## src/verilog/tvpc_pkg.sv

```systemverilog
// constants, register map and types of the vbus protection controller
package tvpc_pkg;

  // ==========================================================
  // clock and timing
  localparam int CLK_NS = 25;
  localparam int RCP_PERSIST_NS = 10000;
  localparam int RCP_PERSIST_CYC = (RCP_PERSIST_NS + CLK_NS - 1) / CLK_NS;
  localparam int RCP_FAST_NS = 1000;
  localparam int RCP_FAST_CYC = RCP_FAST_NS / CLK_NS;
  localparam int CC_DEBOUNCE_NS = 10000;
  localparam int CC_DEBOUNCE_CYC = (CC_DEBOUNCE_NS + CLK_NS - 1) / CLK_NS;
  localparam int CNT_W = 12;
  localparam logic [CNT_W-1:0] CNT_ZERO = 12'h000;
  localparam logic [CNT_W-1:0] CNT_ONE = 12'h001;
  localparam logic [CNT_W-1:0] RCP_LAST = CNT_W'(RCP_PERSIST_CYC - 1);
  localparam logic [CNT_W-1:0] CC_LAST = CNT_W'(CC_DEBOUNCE_CYC - 1);

  // ==========================================================
  // register bus
  localparam int ADDR_W = 8;
  localparam int DATA_W = 32;
  localparam logic [ADDR_W-1:0] REG_CTRL = 8'h00;
  localparam logic [ADDR_W-1:0] REG_THRESH = 8'h04;
  localparam logic [ADDR_W-1:0] REG_STATUS = 8'h08;
  localparam logic [ADDR_W-1:0] REG_MASK = 8'h0C;
  localparam logic [ADDR_W-1:0] REG_STATE = 8'h10;
  localparam logic [DATA_W-1:0] DATA_ZERO = 32'h0000_0000;

  // control register bits
  localparam int CTRL_VBUS_EN = 0;
  localparam int CTRL_VCONN_EN = 1;
  localparam int CTRL_CC_SEL = 2;
  localparam int CTRL_DIV_25 = 3;
  localparam int CTRL_DISCH_EN = 4;
  localparam int CTRL_W = 5;
  localparam logic [CTRL_W-1:0] CTRL_RST = 5'h10;

  // threshold register fields, one byte each
  localparam int TH_W = 8;
  localparam int TH_OCP_LSB = 0;
  localparam int TH_OV_LSB = 8;
  localparam int TH_UV_LSB = 16;
  localparam int TH_VREF_LSB = 24;
  localparam logic [DATA_W-1:0] THRESH_RST = 32'h8080_8080;

  // event bits, same layout in status and mask
  localparam int EV_RCP = 0;
  localparam int EV_OVP = 1;
  localparam int EV_OCP = 2;
  localparam int EV_SCP = 3;
  localparam int EV_THERM = 4;
  localparam int EV_ATTACH = 5;
  localparam int EV_DETACH = 6;
  localparam int EV_ACTIVITY = 7;
  localparam int EV_N = 8;
  localparam logic [EV_N-1:0] EV_NONE = 8'h00;

  // live state register fields
  localparam int ST_VBUS = 0;
  localparam int ST_VCONN1 = 1;
  localparam int ST_VCONN2 = 2;
  localparam int ST_DISCH = 3;
  localparam int ST_ATTACHED = 4;
  localparam int ST_UV = 5;
  localparam int ST_RANGE_LSB = 6;
  localparam int ST_FAULT = 8;
  localparam int ST_W = 9;

  // synchronised input vector
  localparam int SYN_REVCUR_SENSE_RESISTOR_FLAG = 0;
  localparam int SYN_REVCUR_SWITCH_DROP_FLAG = 1;
  localparam int SYN_REVCUR_MAX_LEVEL_FLAG = 2;
  localparam int SYN_OVP = 3;
  localparam int SYN_OCP = 4;
  localparam int SYN_SCP = 5;
  localparam int SYN_UV = 6;
  localparam int SYN_THERM = 7;
  localparam int SYN_VLOW = 8;
  localparam int SYN_CCLO = 9;
  localparam int SYN_CCHI = 10;
  localparam int SYN_VCONN_OC = 11;
  localparam int SYN_N = 12;
  localparam logic [SYN_N-1:0] SYN_ZERO = 12'h000;

  // voltage range on the sensed configuration-channel line
  localparam logic [1:0] CC_RANGE_RA = 2'h0;
  localparam logic [1:0] CC_RANGE_RD = 2'h1;
  localparam logic [1:0] CC_RANGE_OPEN = 2'h2;

  // provider switch states
  typedef enum logic [2:0]
  {
    VS_OFF = 3'b001,
    VS_ON = 3'b010,
    VS_FAULT = 3'b100
  } tvpc_vbus_state_type;

endpackage : tvpc_pkg

```

## src/verilog/tvpc_reg_if.sv

```systemverilog
// carrier between the protection core and its register file
interface tvpc_reg_if;
  import tvpc_pkg::*;

  // ==========================================================
  // control and thresholds from software
  logic [CTRL_W-1:0] ctrl;
  logic [DATA_W-1:0] thresh;
  // events and live state from the core
  logic [EV_N-1:0] events;
  logic [ST_W-1:0] live;

  modport regs (output ctrl, output thresh, input events, input live);
  modport core (input ctrl, input thresh, output events, output live);

endinterface : tvpc_reg_if

```

## src/verilog/tvpc_ctrl.sv

```systemverilog
// vbus, vconn and discharge protection controller for one type-c port
// ==========================================================
// How it works
// the two vconn switches are never on together, with a dead cycle on swap.
// any of the three reverse-current flags turns the provider switch off.
// reverse current lasting 10 us latches a fault and holds the gate off.
// reverse current is recognised only while the provider switch is on.
// a reverse-current flag opens the provider switch well within 1 us.
// over-temperature opens the load switch, which recloses when it cools.
// after a detach the discharge path runs until vbus is below 0.8 V.
// the two cc comparators give attach, detach, line activity and range.
// the first flag is the sense-resistor drop, negative above positive.
// the second flag is connector vbus above the negative sense input.
// flag three sees a divided negative input, 33.33 or 25 % by software.
// overcurrent and under/overvoltage thresholds are software registers.
// overvoltage, overcurrent, short circuit open the switch, latch flags.
// every analog input is synchronised and filters count system clocks.
module tvpc_ctrl
  import tvpc_pkg::*;
(
  // clock and reset
  input wire logic clock_in,
  input wire logic reset_in,
  // register bus
  input wire logic [tvpc_pkg::ADDR_W-1:0] reg_addr_in,
  input wire logic [tvpc_pkg::DATA_W-1:0] reg_wdata_in,
  input wire logic reg_write_in,
  input wire logic reg_read_in,
  output logic [tvpc_pkg::DATA_W-1:0] reg_rdata_out,
  // interrupt
  output logic irq_out,
  // reverse-current comparators
  input wire logic revcur_sense_resistor_flag_in,
  input wire logic revcur_switch_drop_flag_in,
  input wire logic revcur_max_level_flag_in,
  // protection detectors and sensors
  input wire logic overvoltage_protect_in,
  input wire logic overcurrent_protect_in,
  input wire logic short_circuit_protect_in,
  input wire logic under_over_voltage_detect_uv_in,
  input wire logic over_temp_in,
  input wire logic vbus_below_safe_in,
  input wire logic vconn_overcurrent_in,
  // configuration-channel comparators
  input wire logic cc_comp_low_in,
  input wire logic cc_comp_high_in,
  // switch and discharge drives
  output logic vbus_switch_out,
  output logic vconn_cc1_out,
  output logic vconn_cc2_out,
  output logic vbus_discharge_out,
  output logic cc_sense_sel_out,
  // analog thresholds and options
  output logic [tvpc_pkg::TH_W-1:0] ocp_threshold_out,
  output logic [tvpc_pkg::TH_W-1:0] ov_threshold_out,
  output logic [tvpc_pkg::TH_W-1:0] uv_threshold_out,
  output logic [tvpc_pkg::TH_W-1:0] rcp_vref_out,
  output logic rcp_div_25pct_out
);
  import tvpc_pkg::*;

  localparam int FAST_MAX = RCP_FAST_CYC;

  typedef struct packed
  {
    tvpc_vbus_state_type vbus_state;
    logic [CNT_W-1:0] rcp_cnt;
    logic rcp_armed;
    logic [CNT_W-1:0] cc_cnt;
    logic [1:0] cc_cand;
    logic [1:0] cc_range;
    logic attached;
    logic discharge;
    logic vconn1;
    logic vconn2;
    logic vbus_sw;
    logic [SYN_N-1:0] syn_prev;
    logic [EV_N-1:0] events;
  } tvpc_ctrl_state_type;

  tvpc_ctrl_state_type st_r;
  tvpc_ctrl_state_type st_nxt;

  logic [SYN_N-1:0] raw;
  logic [SYN_N-1:0] syn;
  logic rcp_any;
  logic hard_fault;
  logic [1:0] cc_raw;
  logic vbus_en;
  logic vconn_en;
  logic cc_sel;
  logic want1;
  logic want2;

  tvpc_reg_if rif ();

  // ==========================================================
  // input synchroniser
  assign raw[SYN_REVCUR_SENSE_RESISTOR_FLAG] = revcur_sense_resistor_flag_in;
  assign raw[SYN_REVCUR_SWITCH_DROP_FLAG] = revcur_switch_drop_flag_in;
  assign raw[SYN_REVCUR_MAX_LEVEL_FLAG] = revcur_max_level_flag_in;
  assign raw[SYN_OVP] = overvoltage_protect_in;
  assign raw[SYN_OCP] = overcurrent_protect_in;
  assign raw[SYN_SCP] = short_circuit_protect_in;
  assign raw[SYN_UV] = under_over_voltage_detect_uv_in;
  assign raw[SYN_THERM] = over_temp_in;
  assign raw[SYN_VLOW] = vbus_below_safe_in;
  assign raw[SYN_CCLO] = cc_comp_low_in;
  assign raw[SYN_CCHI] = cc_comp_high_in;
  assign raw[SYN_VCONN_OC] = vconn_overcurrent_in;

  // no logic reads a raw comparator level directly
  tvpc_sync u_sync
  (
    .clock_in (clock_in),
    .reset_in (reset_in),
    .raw_in (raw),
    .synced_out (syn)
  );

  // ==========================================================
  // register file
  tvpc_regs u_regs
  (
    .clock_in (clock_in),
    .reset_in (reset_in),
    .addr_in (reg_addr_in),
    .wdata_in (reg_wdata_in),
    .write_in (reg_write_in),
    .read_in (reg_read_in),
    .rdata_out (reg_rdata_out),
    .irq_out (irq_out),
    .rif (rif.regs)
  );

  assign vbus_en = rif.ctrl[CTRL_VBUS_EN];
  assign vconn_en = rif.ctrl[CTRL_VCONN_EN];
  assign cc_sel = rif.ctrl[CTRL_CC_SEL];

  // ==========================================================
  // derived conditions
  // the three comparators carry their own analog thresholds; here they merge
  assign rcp_any = syn[SYN_REVCUR_SENSE_RESISTOR_FLAG] | syn[SYN_REVCUR_SWITCH_DROP_FLAG] |
                   syn[SYN_REVCUR_MAX_LEVEL_FLAG];
  assign hard_fault = syn[SYN_OVP] | syn[SYN_OCP] | syn[SYN_SCP];
  // comparators sit on the sensed line; high above open, low above rd floor
  assign cc_raw = syn[SYN_CCHI] ? CC_RANGE_OPEN :
                  (syn[SYN_CCLO] ? CC_RANGE_RD : CC_RANGE_RA);
  // vconn feeds the line that is not being sensed
  assign want1 = vconn_en && cc_sel && st_r.attached && !syn[SYN_VCONN_OC];
  assign want2 = vconn_en && !cc_sel && st_r.attached &&
                 !syn[SYN_VCONN_OC];

  // ==========================================================
  // next-state logic
  always_comb
  begin
    st_nxt = st_r;
    st_nxt.events = EV_NONE;
    st_nxt.syn_prev = syn;

    // cc debounce; any change of range counts as line activity
    if (cc_raw != st_r.cc_cand)
    begin
      st_nxt.cc_cand = cc_raw;
      st_nxt.cc_cnt = CNT_ZERO;
      st_nxt.events[EV_ACTIVITY] = 1'b1;
    end
    else if (st_r.cc_cnt < CC_LAST)
    begin
      st_nxt.cc_cnt = st_r.cc_cnt + CNT_ONE;
    end
    else
    begin
      st_nxt.cc_range = st_r.cc_cand;
    end
    st_nxt.attached = (st_nxt.cc_range == CC_RANGE_RD);
    st_nxt.events[EV_ATTACH] = st_nxt.attached && !st_r.attached;
    st_nxt.events[EV_DETACH] = !st_nxt.attached && st_r.attached;

    // fault edges for the status register
    st_nxt.events[EV_OVP] = syn[SYN_OVP] && !st_r.syn_prev[SYN_OVP];
    st_nxt.events[EV_OCP] = syn[SYN_OCP] && !st_r.syn_prev[SYN_OCP];
    st_nxt.events[EV_SCP] = syn[SYN_SCP] && !st_r.syn_prev[SYN_SCP];
    st_nxt.events[EV_THERM] = syn[SYN_THERM] && !st_r.syn_prev[SYN_THERM];

    // arming only from the on state; persistence keeps counting after
    // the fast trip so a sustained reverse current still latches
    if (!rcp_any)
    begin
      st_nxt.rcp_armed = 1'b0;
      st_nxt.rcp_cnt = CNT_ZERO;
    end
    else if (st_r.vbus_state == VS_ON)
    begin
      st_nxt.rcp_armed = 1'b1;
    end
    if (rcp_any && st_r.rcp_armed && st_r.rcp_cnt < RCP_LAST)
    begin
      st_nxt.rcp_cnt = st_r.rcp_cnt + CNT_ONE;
    end

    // provider switch state machine
    case (st_r.vbus_state)
      VS_OFF:
      begin
        if (vbus_en && st_r.attached && !syn[SYN_THERM] && !hard_fault &&
            !rcp_any)
        begin
          st_nxt.vbus_state = VS_ON;
        end
      end
      VS_ON:
      begin
        if (hard_fault)
        begin
          st_nxt.vbus_state = VS_FAULT;
        end
        else if (rcp_any || syn[SYN_THERM] || !vbus_en || !st_r.attached)
        begin
          st_nxt.vbus_state = VS_OFF;
        end
      end
      VS_FAULT:
      begin
        // software clears the lockout by dropping the enable
        if (!vbus_en)
        begin
          st_nxt.vbus_state = VS_OFF;
        end
      end
      default: st_nxt.vbus_state = VS_OFF;
    endcase
    if (st_r.rcp_armed && rcp_any && st_r.rcp_cnt == RCP_LAST)
    begin
      st_nxt.vbus_state = VS_FAULT;
      st_nxt.rcp_armed = 1'b0;
      st_nxt.rcp_cnt = CNT_ZERO;
      st_nxt.events[EV_RCP] = 1'b1;
    end
    st_nxt.vbus_sw = (st_nxt.vbus_state == VS_ON);

    // discharge from detach until the floating vbus is safe
    if (st_nxt.events[EV_DETACH] && rif.ctrl[CTRL_DISCH_EN])
    begin
      st_nxt.discharge = 1'b1;
    end
    else if (syn[SYN_VLOW] || st_nxt.vbus_sw)
    begin
      st_nxt.discharge = 1'b0;
    end

    // break before make: a swap passes through both off
    st_nxt.vconn1 = want1 && !st_r.vconn2;
    st_nxt.vconn2 = want2 && !st_r.vconn1;
  end

  // ==========================================================
  // state register
  always_ff @(posedge clock_in)
  begin
    if (reset_in)
    begin
      st_r <= '{vbus_state: VS_OFF, rcp_cnt: CNT_ZERO, rcp_armed: 1'b0,
                cc_cnt: CNT_ZERO, cc_cand: CC_RANGE_RA,
                cc_range: CC_RANGE_RA, attached: 1'b0, discharge: 1'b0,
                vconn1: 1'b0, vconn2: 1'b0, vbus_sw: 1'b0,
                syn_prev: SYN_ZERO, events: EV_NONE};
    end
    else
    begin
      st_r <= st_nxt;
    end
  end

  // ==========================================================
  // outputs and register-side views
  assign vbus_switch_out = st_r.vbus_sw;
  assign vconn_cc1_out = st_r.vconn1;
  assign vconn_cc2_out = st_r.vconn2;
  assign vbus_discharge_out = st_r.discharge;
  assign cc_sense_sel_out = rif.ctrl[CTRL_CC_SEL];
  assign ocp_threshold_out = rif.thresh[TH_OCP_LSB +: TH_W];
  assign ov_threshold_out = rif.thresh[TH_OV_LSB +: TH_W];
  assign uv_threshold_out = rif.thresh[TH_UV_LSB +: TH_W];
  assign rcp_vref_out = rif.thresh[TH_VREF_LSB +: TH_W];
  assign rcp_div_25pct_out = rif.ctrl[CTRL_DIV_25];
  assign rif.events = st_r.events;
  assign rif.live[ST_VBUS] = st_r.vbus_sw;
  assign rif.live[ST_VCONN1] = st_r.vconn1;
  assign rif.live[ST_VCONN2] = st_r.vconn2;
  assign rif.live[ST_DISCH] = st_r.discharge;
  assign rif.live[ST_ATTACHED] = st_r.attached;
  assign rif.live[ST_UV] = syn[SYN_UV];
  assign rif.live[ST_RANGE_LSB +: 2] = st_r.cc_range;
  assign rif.live[ST_FAULT] = (st_r.vbus_state == VS_FAULT);
endmodule : tvpc_ctrl

```

## src/verilog/tvpc_sync.sv

```systemverilog
// two-stage synchroniser for all comparator and sensor inputs
module tvpc_sync
  import tvpc_pkg::*;
(
  // clock and reset
  input wire logic clock_in,
  input wire logic reset_in,
  // raw and synchronised levels
  input wire logic [SYN_N-1:0] raw_in,
  output logic [SYN_N-1:0] synced_out
);
  import tvpc_pkg::*;

  typedef struct packed
  {
    logic [SYN_N-1:0] stage1;
    logic [SYN_N-1:0] stage2;
  } tvpc_sync_state_type;

  tvpc_sync_state_type st_r;
  tvpc_sync_state_type st_nxt;

  // ==========================================================
  // first stage feeds only the second stage
  always_comb
  begin
    st_nxt = st_r;
    st_nxt.stage1 = raw_in;
    st_nxt.stage2 = st_r.stage1;
  end

  // state register
  always_ff @(posedge clock_in)
  begin
    if (reset_in)
    begin
      st_r <= '{stage1: SYN_ZERO, stage2: SYN_ZERO};
    end
    else
    begin
      st_r <= st_nxt;
    end
  end

  assign synced_out = st_r.stage2;

endmodule : tvpc_sync

```

## src/verilog/tvpc_regs.sv

```systemverilog
// register file: control, thresholds, sticky status, mask, live state
module tvpc_regs
  import tvpc_pkg::*;
(
  // clock and reset
  input wire logic clock_in,
  input wire logic reset_in,
  // register bus
  input wire logic [ADDR_W-1:0] addr_in,
  input wire logic [DATA_W-1:0] wdata_in,
  input wire logic write_in,
  input wire logic read_in,
  output logic [DATA_W-1:0] rdata_out,
  // interrupt
  output logic irq_out,
  // core side
  tvpc_reg_if.regs rif
);
  import tvpc_pkg::*;

  typedef struct packed
  {
    logic [CTRL_W-1:0] ctrl;
    logic [DATA_W-1:0] thresh;
    logic [EV_N-1:0] status;
    logic [EV_N-1:0] mask;
    logic [DATA_W-1:0] rdata;
    logic irq;
  } tvpc_regs_state_type;

  tvpc_regs_state_type st_r;
  tvpc_regs_state_type st_nxt;

  // ==========================================================
  // decode, read mux, sticky status with set winning over clear
  always_comb
  begin
    st_nxt = st_r;
    st_nxt.rdata = DATA_ZERO;
    if (write_in)
    begin
      case (addr_in)
        REG_CTRL: st_nxt.ctrl = wdata_in[CTRL_W-1:0];
        REG_THRESH: st_nxt.thresh = wdata_in;
        REG_MASK: st_nxt.mask = wdata_in[EV_N-1:0];
        default: st_nxt.ctrl = st_r.ctrl;
      endcase
    end
    if (read_in)
    begin
      case (addr_in)
        REG_CTRL: st_nxt.rdata = {{(DATA_W-CTRL_W){1'b0}}, st_r.ctrl};
        REG_THRESH: st_nxt.rdata = st_r.thresh;
        REG_STATUS: st_nxt.rdata = {{(DATA_W-EV_N){1'b0}}, st_r.status};
        REG_MASK: st_nxt.rdata = {{(DATA_W-EV_N){1'b0}}, st_r.mask};
        REG_STATE: st_nxt.rdata = {{(DATA_W-ST_W){1'b0}}, rif.live};
        default: st_nxt.rdata = DATA_ZERO; // unmapped reads as zero
      endcase
    end
    // read of status clears it; a fresh event in that cycle survives
    if (read_in && addr_in == REG_STATUS)
    begin
      st_nxt.status = rif.events;
    end
    else
    begin
      st_nxt.status = st_r.status | rif.events;
    end
    st_nxt.irq = |(st_nxt.status & st_nxt.mask);
  end

  // state register
  always_ff @(posedge clock_in)
  begin
    if (reset_in)
    begin
      st_r <= '{ctrl: CTRL_RST, thresh: THRESH_RST, status: EV_NONE,
                mask: EV_NONE, rdata: DATA_ZERO, irq: 1'b0};
    end
    else
    begin
      st_r <= st_nxt;
    end
  end

  assign rdata_out = st_r.rdata;
  assign irq_out = st_r.irq;
  assign rif.ctrl = st_r.ctrl;
  assign rif.thresh = st_r.thresh;
endmodule : tvpc_regs

```

## config.mk

```make
export PLATFORM = sky130hd
export DESIGN_NAME = tvpc_ctrl
export DESIGN_NICKNAME = d
export VERILOG_FILES = /design/src/verilog/tvpc_pkg.sv /design/src/verilog/tvpc_reg_if.sv /design/src/verilog/tvpc_ctrl.sv /design/src/verilog/tvpc_sync.sv /design/src/verilog/tvpc_regs.sv
export SDC_FILE = /design/constraint.sdc
export NUM_CORES = 1
export LEC_CHECK = 0
export BUFFER_PORTS_ARGS = -buffer_cell sky130_fd_sc_hd__buf_2
export CORE_ASPECT_RATIO = 2
export CORE_MARGIN = 3
export CORE_UTILIZATION = 56
export CTS_BUF_LIST = sky130_fd_sc_hd__clkbuf_8
export CTS_CLUSTER_DIAMETER = 100
export DETAILED_ROUTE_END_ITERATION = 10
export PLACE_DENSITY = 0.81
export SYNTH_ARGS = -nofsm -noshare
export SYNTH_HDL_FRONTEND = slang
export SYNTH_SLANG_ARGS = --single-unit
```

## constraint.sdc

```tcl
create_clock -name clock_in -period 2.6 [get_ports clock_in]
set_clock_uncertainty 0.2 [all_clocks]
set_input_delay 0.78 -clock clock_in [delete_from_list [all_inputs] [get_ports clock_in]]
set_output_delay 0.78 -clock clock_in [all_outputs]
set_load 0.1 [all_outputs]
```

-- Word-level counts from Yosys, hierarchy flattened
Index checks and enable logic that the tools add are counted.
- flip-flop bits (word level): 163
- bits of input ports: 56
- output and inout port bits: 71
- word-level logic and storage cells: 117
- $add $sub $neg: 2
- $lt $le $gt $ge: 2
- eq/ne operators: 12
- multiplexer cells: 22
- bitwise operators: 8
- reductions and logical operators: 50
- operators by type and width (cell ; count):
    case mux 32 bit (5 select lines) ; 1
    adder 12 x 1 -> 12 bit, second input constant ; 2
    less-than comparator 12 x 9 -> 1 bit, second input constant ; 2
    2-to-1 mux 12 bit ; 2
    2-to-1 mux 8 bit ; 3
    logical AND 1 bit ; 23
    equality test 8 x 4 -> 1 bit, second input constant ; 2
    2-to-1 mux 16 bit ; 1
    logical NOT 1 bit ; 14
    equality test 12 x 9 -> 1 bit, second input constant ; 1
    2-to-1 mux 3 bit ; 4
    case mux 3 bit (3 select lines) ; 1
    bitwise AND 8 bit ; 1
    equality test 8 x 3 -> 1 bit, second input constant ; 1
    equality test 8 x 5 -> 1 bit, second input constant ; 1
    logical NOT 8 bit ; 1
    OR 8 bit ; 1
    OR reduction 8 bit ; 1
    2-to-1 mux 1 bit ; 7
    equality test 3 x 2 -> 1 bit, second input constant ; 2
    2-to-1 mux 2 bit ; 3
    OR reduction 2 bit ; 3
    logical OR 1 bit ; 4
    OR 1 bit ; 4
    other kinds (9) ; 11

-- Logic depth before layout (Yosys ltp)
- word-level depth: 13
- mapped depth: 8
- depth with buffers taken out: 6

-- Cells and area by module
Synthesis repeated with hierarchy kept, for this count alone.
- cell total of the unflattened synthesis: 648
- area total of the unflattened synthesis: 6119.6 µm²
- modules (own cells, without submodules) (module ; times used ; cells an instance ; area each (µm²) ; seq. area each (µm²)):
    tvpc_regs ; 1 ; 393 ; 3504.6 ; 1721.7
    tvpc_ctrl ; 1 ; 205 ; 1921.8 ; 980.9
    tvpc_sync ; 1 ; 50 ; 693.2 ; 480.5

-- Worst setup path after synthesis
No wires, ideal clock.
- kind: input to register
- start: in reg_addr_in[1] (netlist name)
- end: reg u_regs.st_r, in the netlist u_regs.irq_out
- setup time: 125 ps
- data arrival time: 2120 ps
- data required time: 2275 ps
- slack: 155 ps
- stages on the path: 5
- buffers on the path: 0
- cells stage by stage: nor4_4 nand4_4 mux2i_1 o22ai_1 o41a_1
- cells in the longest elaborated chain, start to end: 5
- elaborated cells between the ends (all ways): 8
- classes of those cells: 2 x eq/ne; 3 x mux; 1 x bitwise; 2 x reduce/logical
- RTL lines (element ; line ; RTL):
    start, declared ; tvpc_ctrl.sv:25 ; input wire logic [tvpc_pkg::ADDR_W-1:0] reg_addr_in,
    equality test 8 x 4 -> 1 bit, on equally long branches ; tvpc_regs.sv:42, tvpc_regs.sv:61 ;
    2-to-1 mux 8 bit / logical AND 1 bit (equally long branches) ; tvpc_regs.sv:42, tvpc_regs.sv:61 ;
    2-to-1 mux 8 bit, on equally long branches ; tvpc_regs.sv:40, tvpc_regs.sv:61 ;
    bitwise AND 8 bit * ; tvpc_regs.sv:69 ; st_nxt.irq = |(st_nxt.status & st_nxt.mask);
    OR reduction 8 bit * ; tvpc_regs.sv:69 ;
    end signal, assigned ; tvpc_regs.sv:77 ; st_r <= '{ctrl: CTRL_RST, thresh: THRESH_RST, status: EV_NONE,
    end signal, assigned ; tvpc_regs.sv:82 ; st_r <= st_nxt;
    end, declared ; tvpc_regs.sv:31 ; tvpc_regs_state_type st_r;
Every way passes the cells marked *; elsewhere a longest branch is shown, timed or not.
A chain may end at the register's enable or synchronous reset.

-- Worst setup path in the final report
Same ends and word-level chain as after synthesis.

==> impl_metrics.env <==
export IMPL_status="completed"
export IMPL_numCtsBuffers=17
export IMPL_ir_worst_vdd_mv=0.376
export IMPL_slowest_delay_ps=460
export IMPL_rsz0062_at_grt="false"
export IMPL_leakage_nw=2.92
export IMPL_rows=53
export IMPL_synth_top_cell_area_share=0.519
export IMPL_nNetsFinal=785
export IMPL_cts_resized=0
export IMPL_clkLatencyLatePin_ps=440
export IMPL_fillers=862
export IMPL_worst_path_stages=6
export IMPL_tritoncts="built"
export IMPL_syn_nets=712
export IMPL_cp_slowest_cell="nor4_4"
export IMPL_final_setup_viol_count=0
export IMPL_netlist_area_um2=6140
export IMPL_dpl_hpwl_um=9910
export IMPL_timing_fmax_mhz=419
export IMPL_root_buffer="clkbuf_8"
export IMPL_min_path_cells=1
export IMPL_arrival_ps=2510
export IMPL_grt_max_degree=63
export IMPL_synth_area_per_cell_um2=9.38
export IMPL_synth_area_leaders="dfxtp_1 52%, buf_4 8.0%, nand2_1 5.3%"
export IMPL_wl_um=13300
export IMPL_tns_ps=0
export IMPL_io_pins=127
export IMPL_initial_core_util=0.578
export IMPL_ctsHoldBuffers=0
export IMPL_async_flop_share=0
export IMPL_regArea_um2=3180
export IMPL_die_h_um=154
export IMPL_layout_common_cells="159 x dfxtp_1, 126 x buf_2, 86 x nand2_1"
export IMPL_cts_sinks=159
export IMPL_synth_edff_count=0
export IMPL_dieArea_um2=12300
export IMPL_cp_end_kind="register"
export IMPL_area_growth_pct=12.0
export IMPL_drive_above_1_share=0.265
export IMPL_p_per_area_nw_per_um2=625
export IMPL_place_inst=845
export IMPL_cp_max_fo=8
export IMPL_vias=4715
export IMPL_hold_viol_final=0
export IMPL_synth_seq_area_share=0.519
export IMPL_cts_post_setup_buffers_inserted=0
export IMPL_synthDistinctLibCells=63
export IMPL_startpoint_type="primary input"
export IMPL_final_cell_area_um2=6870
export IMPL_cp_required_ps=2730
export IMPL_crit_type="in2reg"
export IMPL_crit_chain="buf_2, nor4_4, nand4_2, a21oi_1, o22ai_1, o41a_1"
export IMPL_fin_cells=878
export IMPL_power_mw=4.29
export IMPL_hold_ws_ps=184
export IMPL_cap_violations=0
export IMPL_multi_input_area_um2=2300
export IMPL_grt_pass1_wl_um=21200
export IMPL_finalWeightedCongestion=0.932
export IMPL_period_minus_slack_ps=2390
export IMPL_slew_headroom=0.493
export IMPL_antenna_left=0
export IMPL_hold_class="reg2reg"
export IMPL_crit_family="compound AO/OA/AOI/OAI gates"
export IMPL_clk_pin_slew_ps=80
export IMPL_synth_top_cell_by_area="dfxtp_1"
export IMPL_io_buffer_count=126
export IMPL_grt_overflow=0
export IMPL_cts_max_level=4
export IMPL_grt_usage=0.219
export IMPL_yosysWarnings=0
export IMPL_drcViolationCount=0
export IMPL_drt_iter0_markers=250
export IMPL_dpl_instance_area_um2=6510
export IMPL_final_period_utilization=0.918
export IMPL_reg2regPathDepth=6
export IMPL_netlist_instances=654
export IMPL_tightestPinTransition_ps=757
export IMPL_synthFlopType="dfxtp_1"
export IMPL_ys_ff_latch=159
export IMPL_grt_pass1_vias=4611
export IMPL_die_w_um=80.0
export IMPL_drv_slew=0
export IMPL_viasPerCell=5.37
export IMPL_cts_buffer_depth=2
export IMPL_grt_antenna_before_repair=1
export IMPL_core_um2=10600
export IMPL_path_buf_inv=1
export IMPL_dr_pass1_iters=5
export IMPL_wire_per_inst_um=15.2
export IMPL_final_common_cell="dfxtp_1"
[report_power, final]
group          total [mW]  leakage, nW  switching, mW  internal (mW)
Sequential           2.48         1.29         0.0131           2.46
Clock                1.64        0.178          0.957          0.687
Combinational       0.174         1.45         0.0995         0.0748
[area by class of cell]
type | instances | share of cell area
sequential | 159 | 0.463
inverter | 8 | 0.00437
antenna | 1 | 0.000364
tap | 137 | 0.0249
clock buffer | 17 | 0.0341
timing repair buffer | 147 | 0.120
multi-input combinational | 394 | 0.335
clock inverter | 15 | 0.0182
[flip-flops by register name (all words and copies together), names as in the netlist, 3 cells and up]
signal             cells
st_r                  34
u_regs.rdata_out      32
u_regs.rif.thresh     32
u_regs.st_r           16
u_sync.st_nxt         12
u_sync.synced_out     12
rif.events             8
u_regs.rif.ctrl        5
rif.live               3
[layer usage]
metal  part of all wire  GRT usage
met1               0.36      0.213
met5                  0          0
met3              0.049     0.0475
met2               0.56      0.414
met4              0.039      0.110
[synthesized netlist by cell type (3+ instances only)]
library cell / n
a21oi_1: 52
or3_2: 3
inv_1: 7
nor3_1: 12
mux2i_1: 19
nand2_1: 86
o311ai_0: 4
nor3b_1: 6
xnor2_1: 8
buf_2: 8
a22o_1: 3
o22ai_1: 4
a22oi_1: 7
clkbuf_1: 16
a21o_1: 3
nand3_1: 14
and3_1: 3
and2_1: 26
buf_4: 65
nor2_1: 48
dfxtp_1: 159
o21ai_0: 10
nor2b_1: 36
[path summary, 6_finish.rpt]
| check | from | to | slack (ps) |
|---|---|---|---|
| setup / recovery | reg_addr_in[1] | u_regs.irq_out | 210 |
| hold / removal | st_r[13] | rif.events[3] | 180 |
| setup reg to reg | st_r[42] | st_r[49] | 450 |
| hold reg to reg | st_r[13] | rif.events[3] | 180 |
[metrics by stage]
step | util | setup WS [ps]
6_report | 0.648 | 214
5_1_grt | 0.648 | 122
4_1_cts | 0.647 | 239
3_5_place_dp | 0.613 | -175
3_3_place_gp | 0.613 | -87.8
2_1_floorplan | - | 155
[logic make-up after synthesis]
group | count (synthesis) | share of synthesized area
compound gates | 99 | 0.0981
flops | 159 | 0.519
simple gates | 264 | 0.227
xor+xnor | 10 | 0.0143
mux | 19 | 0.0310
fa+ha+maj | 2 | 0.00408
buf+inv | 101 | 0.107
Power figures use the tool's default switching activity.
